$ cat src/lsp_defs.svh
/*
 * Register offsets, field positions, reset values and timing counts
 * for the LIN status and identifier parity block.
 * Assumes a Wishbone byte-wide register window, one register per word.
 */
`ifndef LSP_DEFS_SVH
`define LSP_DEFS_SVH

// Printed register indices; byte address is four times the index
`define LSP_IDX_STATUS     8'h40
`define LSP_IDX_DATA       8'h41
`define LSP_IDX_BAUD       8'h42
`define LSP_IDX_CTRL1      8'h43
`define LSP_IDX_CTRL2      8'h44
`define LSP_IDX_CTRL3      8'h45
`define LSP_IDX_HDRLEN     8'h46
`define LSP_IDX_FRAC       8'h47

// Status fields
`define LSP_ST_TX_EMPTY    7
`define LSP_ST_TX_DONE     6
`define LSP_ST_RX_FULL     5
`define LSP_ST_IDLE        4
`define LSP_ST_HDR_ERR     3
`define LSP_ST_NOISE       2
`define LSP_ST_FRAME       1
`define LSP_ST_PARITY      0

// Control one fields
`define LSP_C1_PCE         2
`define LSP_C1_PIE         0
// Control two fields
`define LSP_C2_RIE         5
// Control three fields
`define LSP_C3_LINE        6
`define LSP_C3_SLV         5
`define LSP_C3_HDM         3
`define LSP_C3_HDF         1
`define LSP_C3_SYNC        0

// Reset values
`define LSP_RST_STATUS     8'hc0
`define LSP_RST_ZERO       8'h00
`define LSP_RST_CTRL1      8'h00

// Default header timeout in bit-sample cycles (device choice)
`define LSP_HDR_TIMEOUT    16'd1000

`endif

$ cat src/lsp_pkg.sv
/*
 * Types for the LIN status and identifier parity block.
 * Assumes lsp_defs.svh is available for constants.
 */
package lsp_pkg;

	typedef enum logic [1:0] {
		LSP_IDLE_ST,
		LSP_HDR_ST,
		LSP_RESP_ST
	} lsp_phase_type;

	// Character delivered by the receiver front end
	typedef struct packed {
		logic       valid;
		logic [7:0] data;
		logic       stop_bit;
		logic       noise;
		logic       brk;
		logic       is_id;
	} lsp_rxchar_type;

	// Header events from the header detector
	typedef struct packed {
		logic start;
		logic done;
		logic sync_bad;
		logic timeout;
	} lsp_hdrev_type;

	typedef struct packed {
		lsp_phase_type phase;
		logic [7:0]    status;
		logic [7:0]    data;
		logic [7:0]    baud;
		logic [7:0]    ctrl1;
		logic [7:0]    ctrl2;
		logic [7:0]    ctrl3;
		logic [7:0]    hdrlen;
		logic [7:0]    frac;
		logic          armed_any;
		logic          armed_rd;
		logic          ack;
		logic [7:0]    rdata;
	} lsp_state_type;

endpackage

$ cat src/lsp_core.sv
/*
 * LIN status flags, identifier parity check and register map,
 * reached over a classic Wishbone slave with 8-bit data in the low lane.
 * Assumes a receiver front end supplies characters and header events
 * synchronous to CLK.
 */
// Our own choice: the Wishbone register port.
`timescale 1ns/100ps
`include "lsp_defs.svh"

// How it works
// - Status is read only and resets to c0.
// - Header error is set by a bad sync field, a header timeout or a header overrun.
// - A header error raises the receive interrupt when the receive enable is set.
// - Header error clears by status access then data read, only once sync state is cleared.
// - Outside a header the header error bit reports a receive overrun.
// - Noise flag works as normal in master role and stays zero in slave role.
// - In slave role a framing error needs a dominant stop bit and some recessive bit.
// - In slave role a break sets no framing error but sets header detect when select is 0.
// - Framing error clears by status access then data read.
// - With parity check on, a bad identifier parity sets the parity flag.
// - A parity error raises an interrupt when the parity enable is set.
// - Parity flag clears by status read then any data access.
// - Control one bit 2 enables identifier parity checking.
// - Control one resets to zero and bit 1 is reserved in LIN mode.
// - Offset 46 is the header length register in slave role and resets to zero.
module lsp_core
	import lsp_pkg::*;
(
	// Clock and reset
	input  wire logic           CLK,
	input  wire logic           RESET_N,
	// Wishbone slave
	input  wire logic           WB_CYC_I,
	input  wire logic           WB_STB_I,
	input  wire logic           WB_WE_I,
	input  wire logic [9:0]     WB_ADR_I,
	input  wire logic [3:0]     WB_SEL_I,
	input  wire logic [31:0]    WB_DAT_I,
	output logic      [31:0]    WB_DAT_O,
	output logic                WB_ACK_O,
	output logic                WB_ERR_O,
	// Receiver front end
	input  wire lsp_rxchar_type RX_CHAR,
	input  wire lsp_hdrev_type  HDR_EV,
	// Interrupt requests and mode outputs
	output logic                RX_IRQ,
	output logic                PARITY_IRQ,
	output logic                SLAVE_MODE
);

	lsp_state_type s_r;
	lsp_state_type s_nxt;

	logic       req;
	logic       wr;
	logic       rd;
	logic [7:0] idx;
	logic       hit;
	logic       line_on;
	logic       slave;
	logic       id_par_bad;
	logic       rx_over;
	logic       frame_bad;

	assign req     = WB_CYC_I && WB_STB_I && !s_r.ack;
	assign idx     = WB_ADR_I[9:2];
	assign hit     = (idx >= `LSP_IDX_STATUS) && (idx <= `LSP_IDX_FRAC);
	assign wr      = req && hit && WB_WE_I && WB_SEL_I[0];
	assign rd      = req && hit && !WB_WE_I;
	assign line_on = s_r.ctrl3[`LSP_C3_LINE];
	assign slave   = line_on && s_r.ctrl3[`LSP_C3_SLV];

	// Identifier parity per LIN: P0 = id0^1^2^4, P1 = ~(id1^3^4^5)
	assign id_par_bad = (RX_CHAR.data[6] != (RX_CHAR.data[0] ^ RX_CHAR.data[1]
		^ RX_CHAR.data[2] ^ RX_CHAR.data[4]))
		|| (RX_CHAR.data[7] != !(RX_CHAR.data[1] ^ RX_CHAR.data[3]
		^ RX_CHAR.data[4] ^ RX_CHAR.data[5]));

	assign rx_over   = RX_CHAR.valid && s_r.status[`LSP_ST_RX_FULL];
	// Dominant stop; in slave role also needs a recessive data bit
	assign frame_bad = !RX_CHAR.stop_bit && (slave ? (|RX_CHAR.data) : 1'b1);

	always_comb begin
		s_nxt      = s_r;
		s_nxt.ack  = req;
		if (req) begin
			s_nxt.rdata = 8'h00;
		end

		// Register reads
		if (rd) begin
			case (idx)
				`LSP_IDX_STATUS: s_nxt.rdata = s_r.status;
				`LSP_IDX_DATA:   s_nxt.rdata = s_r.data;
				`LSP_IDX_BAUD:   s_nxt.rdata = s_r.baud;
				`LSP_IDX_CTRL1:  s_nxt.rdata = s_r.ctrl1;
				`LSP_IDX_CTRL2:  s_nxt.rdata = s_r.ctrl2;
				`LSP_IDX_CTRL3:  s_nxt.rdata = s_r.ctrl3;
				`LSP_IDX_HDRLEN: s_nxt.rdata = s_r.hdrlen;
				`LSP_IDX_FRAC:   s_nxt.rdata = s_r.frac;
				default:         s_nxt.rdata = 8'h00;
			endcase
		end

		// Register writes; status is read only
		if (wr) begin
			case (idx)
				`LSP_IDX_DATA: begin
					s_nxt.status[`LSP_ST_TX_EMPTY] = 1'b0;
					s_nxt.status[`LSP_ST_TX_DONE]  = 1'b0;
				end
				`LSP_IDX_BAUD: s_nxt.baud = WB_DAT_I[7:0];
				`LSP_IDX_CTRL1: begin
					s_nxt.ctrl1 = WB_DAT_I[7:0];
					// Reserved bit 1 in LIN mode
					if (line_on) begin
						s_nxt.ctrl1[1] = 1'b0;
					end
				end
				`LSP_IDX_CTRL2:  s_nxt.ctrl2 = WB_DAT_I[7:0];
				`LSP_IDX_CTRL3: begin
					s_nxt.ctrl3 = WB_DAT_I[7:0];
					// Detect flag only cleared by software
					s_nxt.ctrl3[`LSP_C3_HDF] = s_r.ctrl3[`LSP_C3_HDF] & WB_DAT_I[`LSP_C3_HDF];
					// Sync state only cleared by software
					s_nxt.ctrl3[`LSP_C3_SYNC] = s_r.ctrl3[`LSP_C3_SYNC] & WB_DAT_I[`LSP_C3_SYNC];
				end
				`LSP_IDX_HDRLEN: s_nxt.hdrlen = WB_DAT_I[7:0];
				`LSP_IDX_FRAC: begin
					s_nxt.frac = slave ? (WB_DAT_I[7:0] & 8'h8f) : WB_DAT_I[7:0];
				end
				default: s_nxt.frac = s_nxt.frac;
			endcase
		end

		// Clear sequences on data access after armed status access
		if (req && hit && idx == `LSP_IDX_DATA) begin
			if (s_r.armed_rd) begin
				s_nxt.status[`LSP_ST_PARITY] = 1'b0;
			end
			if (s_r.armed_any && !WB_WE_I) begin
				if (!s_r.ctrl3[`LSP_C3_SYNC]) begin
					s_nxt.status[`LSP_ST_HDR_ERR] = 1'b0;
				end
				s_nxt.status[`LSP_ST_FRAME] = 1'b0;
				s_nxt.status[`LSP_ST_NOISE] = 1'b0;
			end
			if (!WB_WE_I) begin
				s_nxt.status[`LSP_ST_RX_FULL] = 1'b0;
			end
			s_nxt.armed_any = 1'b0;
			s_nxt.armed_rd  = 1'b0;
		end
		if (req && hit && idx == `LSP_IDX_STATUS) begin
			s_nxt.armed_any = 1'b1;
			s_nxt.armed_rd  = !WB_WE_I;
		end

		// Header phase tracking
		case (s_r.phase)
			LSP_IDLE_ST: begin
				if (HDR_EV.start && line_on) begin
					s_nxt.phase = LSP_HDR_ST;
				end
			end
			LSP_HDR_ST: begin
				if (HDR_EV.done) begin
					s_nxt.phase = LSP_RESP_ST;
				end else if (HDR_EV.timeout || HDR_EV.sync_bad) begin
					s_nxt.phase = LSP_IDLE_ST;
				end
			end
			LSP_RESP_ST: begin
				if (HDR_EV.start) begin
					s_nxt.phase = LSP_HDR_ST;
				end
			end
			default: s_nxt.phase = LSP_IDLE_ST;
		endcase

		// Hardware sets come last so they win over clears
		if (s_r.phase == LSP_HDR_ST) begin
			if (HDR_EV.sync_bad) begin
				s_nxt.status[`LSP_ST_HDR_ERR] = 1'b1;
				s_nxt.ctrl3[`LSP_C3_SYNC]     = 1'b1;
			end
			if (HDR_EV.timeout || rx_over) begin
				s_nxt.status[`LSP_ST_HDR_ERR] = 1'b1;
			end
		end else if (rx_over) begin
			s_nxt.status[`LSP_ST_HDR_ERR] = 1'b1;
		end

		if (RX_CHAR.valid) begin
			if (!rx_over) begin
				s_nxt.data = RX_CHAR.data;
			end
			s_nxt.status[`LSP_ST_RX_FULL] = 1'b1;
			if (RX_CHAR.noise && !slave) begin
				s_nxt.status[`LSP_ST_NOISE] = 1'b1;
			end
			if (slave && RX_CHAR.brk) begin
				if (!s_r.ctrl3[`LSP_C3_HDM]) begin
					s_nxt.ctrl3[`LSP_C3_HDF] = 1'b1;
				end
			end else if (frame_bad) begin
				s_nxt.status[`LSP_ST_FRAME] = 1'b1;
			end
			if (RX_CHAR.is_id && s_r.ctrl1[`LSP_C1_PCE] && id_par_bad) begin
				s_nxt.status[`LSP_ST_PARITY] = 1'b1;
			end
		end
		if (slave) begin
			s_nxt.status[`LSP_ST_NOISE] = 1'b0;
		end
	end

	always_ff @(posedge CLK) begin
		if (!RESET_N) begin
			s_r        <= '0;
			s_r.phase  <= LSP_IDLE_ST;
			s_r.status <= `LSP_RST_STATUS;
			s_r.ctrl1  <= `LSP_RST_CTRL1;
			s_r.ctrl2  <= `LSP_RST_ZERO;
			s_r.ctrl3  <= `LSP_RST_ZERO;
			s_r.hdrlen <= `LSP_RST_ZERO;
		end else begin
			s_r <= s_nxt;
		end
	end

	assign WB_ACK_O   = s_r.ack;
	assign WB_ERR_O   = 1'b0;
	assign WB_DAT_O   = {24'h000000, s_r.rdata};
	assign RX_IRQ     = s_r.ctrl2[`LSP_C2_RIE] && (s_r.status[`LSP_ST_HDR_ERR]
		|| s_r.status[`LSP_ST_RX_FULL]);
	assign PARITY_IRQ = s_r.ctrl1[`LSP_C1_PIE] && s_r.status[`LSP_ST_PARITY];
	assign SLAVE_MODE = slave;

endmodule

$ cat config.mk
export PLATFORM = sky130hd
export DESIGN_NAME = lsp_core
export DESIGN_NICKNAME = d
export VERILOG_FILES = /design/src/lsp_pkg.sv /design/src/lsp_core.sv
export VERILOG_INCLUDE_DIRS = /design/src
export SDC_FILE = /design/constraint.sdc
export NUM_CORES = 1
export LEC_CHECK = 0
export BUFFER_PORTS_ARGS = -buffer_cell sky130_fd_sc_hd__clkbuf_2
export CORE_ASPECT_RATIO = 2
export CORE_MARGIN = 2
export CORE_UTILIZATION = 47
export CTS_CLUSTER_SIZE = 25
export DETAILED_ROUTE_END_ITERATION = 8
export GPL_TIMING_DRIVEN = 0
export PLACE_DENSITY = 0.88
export SYNTH_ARGS = -nofsm -noshare
export SYNTH_HDL_FRONTEND = slang
export SYNTH_SLANG_ARGS = --single-unit
$ cat constraint.sdc
create_clock -name CLK -period 1.5 [get_ports CLK]
set_input_delay 0 -clock CLK [delete_from_list [all_inputs] [get_ports CLK]]
set_output_delay 0 -clock CLK [all_outputs]
set_load 0.01 [all_outputs]
**Yosys cells after proc, flatten, opt, wreduce, memory -nomap -nowiden**

Index checks and enable logic that the tools add are counted.

- Bitwise gates (word level): 10
- Reduce and logical (&&, ||, !) cells: 45
- Equality and inequality tests: 16
- $lt $le $gt $ge: 2
- Multiplexer cells: 39

Operator list:

| kind | number |
|---|---|
| $eq A8 B7 Y1 const B | 8 |
| $pmux W8 S8 | 1 |
| $mux W8 | 5 |
| $logic_and A1 B1 Y1 | 20 |
| $mux W1 | 20 |
| $mux W18 | 1 |
| $reduce_and A2 Y1 | 9 |
| $mux W2 | 7 |
| $mux W11 | 1 |
| $ge A8 B7 Y1 const B | 1 |
| $le A8 B7 Y1 const B | 1 |
| $reduce_or A8 Y1 | 1 |
| $mux W7 | 1 |
| $pmux W2 S3 | 1 |
| $reduce_bool A2 Y1 | 3 |
| $xor A1 B1 Y1 | 6 |
| $logic_not A1 Y1 | 5 |
| $logic_or A1 B1 Y1 | 4 |
| $mux W4 | 1 |
| $ne A2 B2 Y1 const B | 2 |
| $mux W3 | 1 |
| $ne A3 B3 Y1 const B | 1 |
| $reduce_and A3 Y1 | 1 |
| $and A1 B1 Y1 | 2 |
| 7 further kinds | 9 |

- Input bits: 68
- Register bits: 76
- Word-level logic and storage cells: 129

**Depth between registers and ports, before layout**

Gate-level depths: netlist of the first run.

- Word-level depth: 9
- Gate-level depth with buffers: 7
- Mapped depth without buffers: 7

**Worst setup path after synthesis of the first run**

OpenSTA, ideal clock, no wires.

- Kind: reg2reg
- From: register s_r, in the netlist WB_ACK_O
- To: register s_r[26] in the netlist's numbering
- Arrival time: 1436 ps
- Setup time: 123 ps
- Path slack: -59 ps
- Clock period less this slack: 1559 ps
- Cell stages (with the launch flop): 8
- Cell sequence: dfxtp_1 and3b_1 and3_1 buf_6 nand4_1 buf_2 nand3_1 o21ai_0

- Cells in the longest elaborated chain, start to end: 6

RTL lines:

| what | RTL line | source |
|---|---|---|
| start: declaration | lsp_core.sv:52 | `lsp_state_type s_r;` |
| start signal: assignment | lsp_core.sv:229 | `s_r <= s_nxt;` |
| $logic_not A1 Y1 | lsp_core.sv:66 | `assign req = WB_CYC_I && WB_STB_I && !s_r.ack;` |
| $logic_and A1 B1 Y1 | lsp_core.sv:66 |  |
| $logic_and A1 B1 Y1 (3 in a row) | lsp_core.sv:69 | `assign wr = req && hit && WB_WE_I && WB_SEL_I[0];` |
| $reduce_and A2 Y1 (no source line) | -- |  |

Every way passes these cells.
A chain may end at the register's enable or synchronous reset.

**Worst setup path after layout of the first run**

- From: register s_r, in the netlist WB_ACK_O
- To: register s_r[37] in the netlist's numbering

The elaborated chain is that of the path after synthesis.

==> summary.txt, run 1 <==
Power and ir drop
  • Pwr Total: about 5000 uW
  • Pwr dens: 939 nW/um2
  • Leakage power: 0.00214 uW
  • VDD IR-drop max: roughly 0.00062 V

STA
  • Final hold violation count: 1
  • Clk_skew: 0.00396 ns
  • Worst rel slew slack: 0.434
  • RSZ-0062 raised after global routing: true
  • Min Clock Period, post-route: 1.66 ns
  • Hold WS: -0.00566 ns
  • Final Setup Violations: 51
  • Final period utilization: 1.10
  • Tightest Pin Transition: 0.849 ns
  • Max Fclk: 604 MHz
  • Worst setup margin: -0.156 ns
  • Final max-slew violation count: 0

Cells and area
  • Synth-to-Final Area Change: 49.1%
  • Share of cells above drive strength 1: 0.405
  • Finished Cell Area: 5280 um2
  • Final std cells w/o fill: 640
  • Ant. Diodes: 0
  • Layout Nets: 612
  • Post-Route Utilization: 0.726

GRT
  • First-pass GRT wire length: 19.9 mm
  • Largest net degree at the start of global routing: 13
  • Overall routing resource usage: 0.328
  • GRT overflow: 0
  • Vias in the first global route: 3818
  • Initial antenna violation count: 0

Place
  • Post-DP HPWL: around 8.3 mm
  • Buffers on Ports: 49
  • Routability cong.: around 1.0
  • DP Cell Count: 577
  • Area post-placement: around 4000 um2
  • Pre-CTS setup slack: -0.381 ns

Logic synthesis
  • Synth top area share: 0.424
  • EDFF count, synth: 0
  • Multiplexer area fraction after synthesis: 0.0714
  • Synthesis-stage register bit count: 75
  • Synth cell types: 46
  • Post-Synthesis Cell Area: 3540 um2
  • Post-synth top cells: 75 x dfxtp_1, 56 x o21ai_0, 49 x nand3_1, 33 x buf_4, 31 x nand2_1
  • Count leader, synth: dfxtp_1
  • YS warnings: 0
  • Predominant post-synthesis flop cell: dfxtp_1
  • Post-synthesis compound-gate area fraction: 0.176
  • Adder-cell area share of the yosys netlist: 0.00353
  • Largest family of logic cells by synthesized area: simple AND/OR/NAND/NOR gates
  • Synth Instances: 412
  • Area leader, netlist: dfxtp_1
  • Main area contributors after synthesis: dfxtp_1 42%, o21ai_0 7.9%, buf_4 7.0%
  • Post-Synth Simple-Gate Area: 0.203
  • Xor/xnor share of the synthesized area: 0.0124
  • Async SR Flop Fraction: 0
  • Seq/Total Area, Yosys: 0.424
  • Syn avg cell area: 8.59 um2

Clock network
  • CTS tree: done
  • H-tree depth: 3
  • Clk root buf: clkbuf_16
  • CTS sink count: 75
  • Worst skew pair latency: 0.35 ns
  • CTS Buf Count: 9
  • CTS Buffer Depth: 2
  • Clock transition at path regs: 0.06 ns

Drt
  • WL final: 13.7 mm
  • Average routed wire per standard cell: 21.4 um
  • Final ANT Viol Nets: 0
  • DR vias: 3865
  • DR iter-0 viols: 375
  • Remaining DRCs: 0
  • Pre-antenna DRT Iters: 5
  • Vias per cell: 6.04

Setup path
  • Reg-to-reg endpoint: s_r[37]$_SDFFE_PN0P_
  • Critical path, cell by cell: and3b_2 -> and3_4 -> buf_8 -> nand4_1 -> buf_6 -> buf_6 -> nand3_2 -> o21ai_1
  • Startpoint types: flop
  • Most common cell on crit path: buf_6
  • Critical path peak fanout: 6
  • Kind of end point of the critical path: flop
  • Worst path arrival time: roughly 1.9 ns
  • CP bufs+invs: 3
  • R2R Setup Slk: -0.16 ns
  • Crit path max-delay family: simple AND/OR/NAND/NOR gates
  • Worst path required time: 1.72 ns
  • R2R cell count: 8
  • CP max-delay cell: dfxtp_2
  • CP peak stage delay: 0.31 ns
  • R2r startpoint: WB_ACK_O$_SDFF_PN0_
  • Crit Path Class: reg -> reg

Min path
  • Worst hold stages: 3
  • HP Class: in -> reg
  • Worst hold endpoint: WB_ACK_O$_SDFF_PN0_
  • Hold Path Origin: WB_STB_I

Floorplan
  • Num ports: about 110
  • Height of the chip: 127 um
  • DIE WIDTH: 65.4 um
  • Num rows: 44
  • Die ar.: between 8000 and 9000 um2
  • Initial Utilization: 0.487
  • Core Footprint: 7270 um2

Job
  • Max Cap Viol: 0

Run status
  • Failing checks: hold timing, setup timing
  • Status: finished with violations
[cells by family after synthesis]
logic type,after synthesis
other,1
multiplexers,21
AND/OR/NAND/NOR,138
adder cells (fa/ha/maj),1
buffers and inverters,66
XOR/XNOR,5
AO/OA/AOI/OAI,105
flip-flops,75
[tightest hold or removal path: cells and delay by family]
| kind | cells | cell delay (ns) |
|---|---|---|
| AND/OR/NAND/NOR | 2 | 0.20 |
| buffers and inverters | 1 | 0.09 |
[metal layers]
metal,GRT usage,share of wire
met3,0.0816,0.081
met5,0,0
met4,0.288,0.10
met1,0.311,0.32
met2,0.564,0.50
[worst max path at each step]
stage / endpoint / cells past startpoint / slack, ns / startpoint
6_report: s_r[37]$_SDFFE_PN0P_ / 8 / -0.16 / WB_ACK_O$_SDFF_PN0_
3_5_place_dp: s_r[37]$_SDFFE_PN0P_ / 6 / -0.38 / WB_ACK_O$_SDFF_PN0_
4_1_cts: s_r[28]$_SDFF_PN0_ / 7 / -0.15 / WB_ACK_O$_SDFF_PN0_
2_1_floorplan: s_r[44]$_SDFFE_PN0P_ / 6 / -0.03 / WB_ACK_O$_SDFF_PN0_
5_1_grt: s_r[31]$_SDFFE_PN0P_ / 8 / -0.22 / WB_ACK_O$_SDFF_PN0_
3_3_place_gp: s_r[42]$_SDFFE_PN0P_ / 7 / -0.33 / WB_ACK_O$_SDFF_PN0_
[registers in the layout, indices dropped and copies added, names as in the netlist]
register  flops
WB_ACK_O      1
WB_DAT_O      8
line_on       1
s_r          65
[final cells by class]
cell class / instances / area [um2]
Multi-Input combinational cell: 295 / 2080
Fill cell: 454 / 1990
Sequential cell: 75 / 1500
Timing Repair Buffer: 97 / 796
Buffer: 59 / 430
Clock buffer: 11 / 253
Tap cell: 92 / 115
Clock inverter: 5 / 75.1
Inverter: 6 / 22.5
[power breakdown]
part | switching (uW) | total (uW) | internal [uW]
clock | 834 | 2370 | 1540
sequential | 22.3 | 2040 | 2010
combinational | 331 | 547 | 215
total | 1190 | 4950 | 3770
[what timing repair did]
| action | 4_1_cts | 5_1_grt |
|---|---|---|
| setup endpoints to repair | 51 | 65 |
| pin swaps | 26 | 11 |
| hold buffers | 19 | 0 |
| hold endpoints to repair | 16 | 0 |
| gates cloned | 4 | 2 |
| gates resized for setup | 104 | 57 |
| buffers inserted | 21 | 4 |
[layout by cell type (no fill, tap or decap), types with 4 or more instances in the layout]
| cell | count |
|---|---|
| o21ai_1 | 32 |
| buf_6 | 17 |
| clkbuf_2 | 51 |
| mux2_2 | 4 |
| a21oi_1 | 14 |
| conb_1 | 25 |
| clkbuf_16 | 10 |
| o21ai_2 | 19 |
| nand4_1 | 4 |
| nor3_1 | 4 |
| buf_8 | 9 |
| a22oi_1 | 7 |
| xnor2_1 | 4 |
| nor2_1 | 20 |
| clkbuf_1 | 8 |
| a221oi_1 | 7 |
| and2_1 | 6 |
| dlygate4sd3_1 | 19 |
| buf_4 | 39 |
| nand2_1 | 30 |
| o211ai_1 | 4 |
| nand3_1 | 10 |
| nor2b_1 | 7 |
| mux2i_1 | 14 |
| buf_1 | 6 |
| inv_1 | 6 |
| nand3_2 | 37 |
| dfxtp_1 | 74 |
| o21ai_0 | 5 |
[through the flow]
step                hold slack, ns  TNS [ns]
floorplan                    0.117   -0.0574
global placement             0.256    -12.00
detailed placement           0.258    -13.69
CTS                        0.00225     -2.80
global route                0.0293     -7.72
finish                    -0.00566     -4.92
Note: power is estimated with default switching activity, not from simulation.
==> run 2, diff against run 1 <==
Settings changed: CORE_UTILIZATION 47 to 52, PLACE_DENSITY 0.88 to 0.91.
Clock period 1.5 ns to 1.63 ns, I/O delays scaled along.
==> summary.txt, run 2 (synthesized netlist as in run 1, its figures left out) <==
Run status
  • Status: finished with violations
  • Failing checks: setup timing

Clock network
  • CTS tree: done
  • H-tree depth: 3 (unchanged)
  • CTS Buf Count: 9 (unchanged)
  • CTS sink count: 75 (unchanged)
  • Clk root buf: clkbuf_16
  • CTS Buffer Depth: 2 (unchanged)
  • Clock transition at path regs: 0.06 ns (about the same)
  • Worst skew pair latency: 0.33 ns (-0.02 ns)

STA
  • Final hold violation count: 0 (-1)
  • Min Clock Period, post-route: 1.76 ns (+0.100 ns)
  • Worst rel slew slack: 0.433 (-0.00116)
  • RSZ-0062 raised after global routing: true
  • Clk_skew: 0.00450 ns (+0.000540 ns)
  • Max Fclk: 570 MHz (-5.7%)
  • Setup TNS: -0.734 ns (+4.19 ns)
  • Final Setup Violations: 24 (-53%)
  • Tightest Pin Transition: 0.851 ns (+0.00173 ns)
  • Final max-slew violation count: 0 (unchanged)
  • Worst setup margin: -0.126 ns (+0.0300 ns)
  • Final period utilization: 1.08 (-0.0267)

Drt
  • WL final: 13.5 mm (-1.6%)
  • DR vias: 3856 (-0.23%)
  • Average routed wire per standard cell: 21.7 um (+1.3%)
  • Remaining DRCs: 0 (unchanged)
  • Pre-antenna DRT Iters: 6 (+1)
  • Final ANT Viol Nets: 0 (unchanged)
  • Vias per cell: 6.20 (+2.7%)
  • DR iter-0 viols: 477 (+27%)

Cells and area
  • Largest register FFs: 65 (unchanged)
  • Largest register by flop count: s_r
  • Synth-to-Final Area Change: 40.6%
  • Layout Nets: 598 (-2.3%)
  • Most frequent cells in the layout: 74 x dfxtp_1, 50 x clkbuf_2, 38 x buf_4
  • Share of cells above drive strength 1: 0.335 (-0.0699)
  • Commonest non-fill, non-tap cell in the layout: dfxtp_1
  • # fillers: 415 (-8.6%)
  • Ant. Diodes: 0 (unchanged)
  • Post-Route Utilization: 0.752 (+0.0256)
  • Finished Cell Area: 4980 um2 (-5.7%)

Place
  • Buffers on Ports: 49 (unchanged)
  • Pre-CTS setup slack: -0.341 ns (+0.0398 ns)
  • Area post-placement: 3990 um2 (-1.1%)
  • Post-DP HPWL: 8.14 mm (-2.4%)
  • Routability cong.: 0.971 (-4.1%)

Setup path
  • Worst path arrival time: 2.02 ns (+0.14 ns)
  • Startpoint types: flop
  • R2r startpoint: WB_ACK_O$_SDFF_PN0_
  • Reg-to-reg endpoint: s_r[44]$_SDFFE_PN0P_
  • Critical path peak fanout: 6 (unchanged)
  • Crit Path Class: reg -> reg
  • Crit path from: WB_ACK_O$_SDFF_PN0_
  • Kind of end point of the critical path: flop
  • R2R Setup Slk: -0.13 ns (+0.03 ns)
  • R2R cell count: 6 (-2)
  • CP endpoint: s_r[44]$_SDFFE_PN0P_
  • Worst path required time: 1.89 ns (+0.17 ns)

Floorplan
  • DIE WIDTH: 62.3 um (-4.6%)
  • Core Footprint: 6620 um2 (-8.9%)
  • Die ar.: 7520 um2 (-9.2%)
  • Num rows: 42 (-4.5%)
  • Num ports: 105 (unchanged)
  • Initial Utilization: 0.535 (+0.0475)
  • Height of the chip: 121 um (-4.8%)

GRT
  • Overall routing resource usage: 0.322 (-0.00654)
  • Vias in the first global route: 3551 (-7.0%)
  • GRT overflow: 0 (unchanged)
  • Largest net degree at the start of global routing: 13 (unchanged)
  • First-pass GRT wire length: 18.3 mm (-8.5%)
  • Initial antenna violation count: 0 (unchanged)

Power and ir drop
  • VDD IR-drop max: 0.000590 V (-5.0%)
  • Leakage power: 0.00203 uW (-5.2%)
  • Pwr Total: 4710 uW (-4.9%)
  • Pwr dens: 947 nW/um2 (+0.83%)

Job
  • Max Cap Viol: 0 (unchanged)

Min path
  • HP Class: in -> reg
run 2: changes by cell type in the layout (fill, tap and decap cells not counted), moves of 8 or more:
cell	previous run	this run
o21ai_0	5	26
o21ai_2	19	7
nand3_1	10	20
o21ai_1	32	23
buf_6	17	9
nand3_2	37	29
run 2: how the worst min path moves through the flow:
stage | start | endpoint | cells past startpoint
floorplan | RX_CHAR[12] | s_r[72]$_SDFFE_PN0P_ | 2
global placement | RX_CHAR[4] | s_r[59]$_SDFFE_PN0P_ | 3
detailed placement | RX_CHAR[4] | s_r[59]$_SDFFE_PN0P_ | 3
CTS | WB_STB_I | WB_ACK_O$_SDFF_PN0_ | 3
global route | WB_DAT_I[1] | s_r[36]$_SDFFE_PN0P_ | 3
finish | WB_STB_I | WB_ACK_O$_SDFF_PN0_ | 3
run 2: where the power goes:
part           total (uW)  internal [uW]  switching [uW]
Sequential           1870           1850            18.1
Clock                2360           1620             744
Combinational         478            187             290
Total                4710           3660            1050
run 2: final cells by class:
| class | count | area, um2 | share of cell area |
|---|---|---|---|
| Buffer | 59 | 407 | 0.0817 |
| Timing Repair Buffer | 83 | 621 | 0.125 |
| Tap cell | 88 | 110 | 0.0221 |
| Inverter | 6 | 22.5 | 0.00452 |
| Multi-Input combinational cell | 295 | 1950 | 0.392 |
| Sequential cell | 75 | 1500 | 0.302 |
| Clock inverter | 4 | 95.1 | 0.0191 |
| Clock buffer | 12 | 267 | 0.0535 |
run 2: critical path: stages, from the launching register on:
cell and delay, ns:
dfxtp_2 0.31, and3b_2 0.27, and3_4 0.22, buf_8 0.13, nand4b_4 0.15, or3b_1 0.46
a21oi_2 0.14
run 2: layer usage:
layer / GRT usage / share of wire / vias to the layer above / wire, um
met1: 0.312 / 0.31 / 1743 / 4220
met4: 0.307 / 0.11 / 0 / 1500
met2: 0.563 / 0.48 / 346 / 6480
met5: 0 / 0 / - / 0
met3: 0.0586 / 0.096 / 111 / 1290
li1: - / - / 1656 / -
run 2: timing repair:
item,4_1_cts,5_1_grt
setup endpoints to repair,51,41
endpoints found under the hold margin,14,0
cloned,1,3
pin swaps,6,17
hold buffers,16,0
gates resized for setup,45,60
setup buffers,7,7
run 2: stage by stage:
step | std cells | hold WS (ns)
after floorplan | 436 | 0.117
after global placement | 573 | 0.261
after detailed placement | 573 | 0.269
after CTS | 613 | 0.0164
after global routing | 622 | 0.0658
final | 622 | 0.0360
==> run 3, diff against run 2 <==
--- a/config.mk
+++ b/config.mk
@@ -15,4 +15,5 @@
 export GPL_TIMING_DRIVEN = 0
 export PLACE_DENSITY = 0.91
+export SKIP_CTS_REPAIR_TIMING = 1
 export SYNTH_ARGS = -nofsm -noshare
 export SYNTH_HDL_FRONTEND = slang
==> constraint.sdc (replaced) <==
create_clock -name CLK -period 1.63 [get_ports CLK]
set_input_delay 0.163 -clock CLK [delete_from_list [all_inputs] [get_ports CLK]]
set_output_delay 0.163 -clock CLK [all_outputs]
set_load 0.01 [all_outputs]
==> summary.txt, run 3 (synthesized netlist as in run 1, its figures left out) <==
Clock network
  • H-tree depth: 3 (unchanged)
  • Clock transition at path regs: 0.06 ns (about the same)
  • CTS Buf Count: 9 (unchanged)
  • CTS tree: done
  • CTS sink count: 75 (unchanged)
  • Worst skew pair latency: 0.34 ns (about the same)
  • Clk root buf: clkbuf_16
  • CTS Buffer Depth: 2 (unchanged)

Floorplan
  • Core Footprint: 6620 um2 (unchanged)
  • Num ports: 105 (unchanged)
  • Height of the chip: 121 um (unchanged)
  • Num rows: 42 (unchanged)
  • DIE WIDTH: 62.3 um (unchanged)
  • Die ar.: 7520 um2 (unchanged)
  • Initial Utilization: 0.535 (unchanged)

Setup path
  • Crit Path Class: reg -> reg
  • Worst path arrival time: 2.02 ns (about the same)
  • CP max-delay cell: or3b_1
  • R2R Setup Slk: -0.12 ns (about the same)
  • Critical path peak fanout: 7 (+1)
  • Kind of end point of the critical path: flop
  • R2r startpoint: WB_ACK_O$_SDFF_PN0_
  • Crit path max-delay family: simple AND/OR/NAND/NOR gates
  • Reg-to-reg endpoint: s_r[44]$_SDFFE_PN0P_
  • Critical path, cell by cell: and3b_2 -> and3_4 -> buf_8 -> nand4b_4 -> or3b_1 -> a21oi_2
  • CP peak stage delay: 0.43 ns (-0.03 ns)
  • Startpoint types: flop
  • R2R cell count: 6 (unchanged)
  • Worst path required time: 1.90 ns (about the same)
  • CP bufs+invs: 1 (unchanged)

STA
  • Final hold violation count: 0 (unchanged)
  • RSZ-0062 raised after global routing: true
  • Worst rel slew slack: 0.512 (+0.0795)
  • Final period utilization: 1.07 (-0.00410)
  • Tightest Pin Transition: 0.732 ns (-0.119 ns)
  • Max Fclk: 572 MHz (+0.38%)
  • Hold WS: 0.0818 ns (+0.0459 ns)
  • Min Clock Period, post-route: 1.75 ns (-0.00668 ns)
  • Final Setup Violations: 14 (-42%)
  • Clk_skew: 0.00801 ns (+0.00351 ns)
  • Final max-slew violation count: 0 (unchanged)
  • Worst setup margin: -0.119 ns (+0.00668 ns)

Drt
  • Remaining DRCs: 0 (unchanged)
  • WL final: 12.6 mm (-6.5%)
  • Vias per cell: 6.12 (-1.2%)
  • Average routed wire per standard cell: 20.6 um (-4.8%)
  • Pre-antenna DRT Iters: 6 (unchanged)
  • DR iter-0 viols: 403 (-16%)
  • DR vias: 3741 (-3.0%)
  • Final ANT Viol Nets: 0 (unchanged)

Cells and area
  • FF+latch area: 1500 um2 (unchanged)
  • Share of cells above drive strength 1: 0.340 (+0.00514)
  • Ant. Diodes: 0 (unchanged)
  • Largest register by flop count: s_r
  • Multi-input combinational cell area: 1920 um2 (-1.7%)
  • Largest register FFs: 65 (unchanged)
  • Post-Route Utilization: 0.725 (-0.0266)
  • Final std cells w/o fill: 611 (-1.8%)
  • Commonest non-fill, non-tap cell in the layout: dfxtp_1
  • # fillers: 455 (+9.6%)
  • Layout Nets: 587 (-1.8%)
  • Synth-to-Final Area Change: 35.6%
  • Most frequent cells in the layout: 74 x dfxtp_1, 49 x clkbuf_2, 44 x buf_4

GRT
  • Vias in the first global route: 3355 (-5.5%)
  • GRT overflow: 0 (unchanged)
  • Overall routing resource usage: 0.292 (-0.0300)
  • Initial antenna violation count: 0 (unchanged)
  • First-pass GRT wire length: 16.6 mm (-9.2%)
  • Largest net degree at the start of global routing: 13 (unchanged)

Min path
  • HP Class: in -> reg
  • Worst hold stages: 3 (unchanged)
  • Hold Path Origin: RX_CHAR[4]
  • Worst hold endpoint: s_r[59]$_SDFFE_PN0P_

Power and ir drop
  • Pwr Total: 4690 uW (-0.46%)
  • Pwr dens: 977 nW/um2 (+3.2%)
  • Leakage power: 0.00197 uW (-2.8%)
  • VDD IR-drop max: 0.000581 V (-1.4%)

Job
  • Max Cap Viol: 0 (unchanged)

Run status
  • Failing checks: setup timing
  • Status: finished with violations

Place
  • Routability cong.: 0.971 (unchanged)
  • Buffers on Ports: 49 (unchanged)
  • DP Cell Count: 573 (unchanged)
  • Post-DP HPWL: 8.14 mm (unchanged)
-- run 3: cell count changes in the layout (fill, tap and decap cells not counted), sizes merged --
cell | before | now
clkbuf | 75 | 74
dlygate4sd3 | 16 | 0
buf | 63 | 69
-- run 3: layout make-up --
cell class | count | share of cell area
Buffer | 59 | 0.0857
Multi-Input combinational cell | 295 | 0.400
Inverter | 6 | 0.00469
Timing Repair Buffer | 72 | 0.0983
Tap cell | 88 | 0.0229
Clock inverter | 4 | 0.0198
Sequential cell | 75 | 0.313
Clock buffer | 12 | 0.0555
-- run 3: per-stage QoR --
stage               TNS, ns  area [um2]  setup slack, ns
global placement     -10.18        3990           -0.452
CTS                  -11.09        4350           -0.393
detailed placement   -11.93        3990           -0.498
floorplan                 0        3630           0.0710
finish               -0.443        4800           -0.119
global route          -2.40        4800           -0.159
-- run 3: tightest hold or removal path: stages --
cell	delay [ns]
clkbuf_2	0.09
mux2i_1	0.06
nor2_1	0.07
-- run 3: worst max path at each step --
| stage | start | end | slack [ns] | cells after the start |
|---|---|---|---|---|
| 3_3_place_gp | RX_CHAR[5] | s_r[68]$_SDFF_PN0_ | -0.45 | 8 |
| 5_1_grt | WB_ACK_O$_SDFF_PN0_ | s_r[44]$_SDFFE_PN0P_ | -0.16 | 6 |
| 3_5_place_dp | RX_CHAR[5] | s_r[68]$_SDFF_PN0_ | -0.50 | 8 |
| 2_1_floorplan | WB_ACK_O$_SDFF_PN0_ | s_r[26]$_SDFFE_PN0P_ | 0.07 | 7 |
| 4_1_cts | WB_ACK_O$_SDFF_PN0_ | s_r[25]$_SDFFE_PN0P_ | -0.39 | 7 |
| 6_report | WB_ACK_O$_SDFF_PN0_ | s_r[44]$_SDFFE_PN0P_ | -0.12 | 6 |
-- run 3: power by group --
group | total [uW] | switching [uW] | internal [uW]
logic | 439 | 275 | 165
clock network | 2380 | 762 | 1620
registers | 1870 | 17.4 | 1850
total | 4690 | 1050 | 3640
-- run 3: per-layer routing --
layer / vias up / part of all wire / GRT usage
li1: 1639 / - / -
met1: 1714 / 0.31 / 0.273
met2: 291 / 0.50 / 0.533
met3: 97 / 0.086 / 0.0521
met4: 0 / 0.10 / 0.254
met5: - / 0 / 0
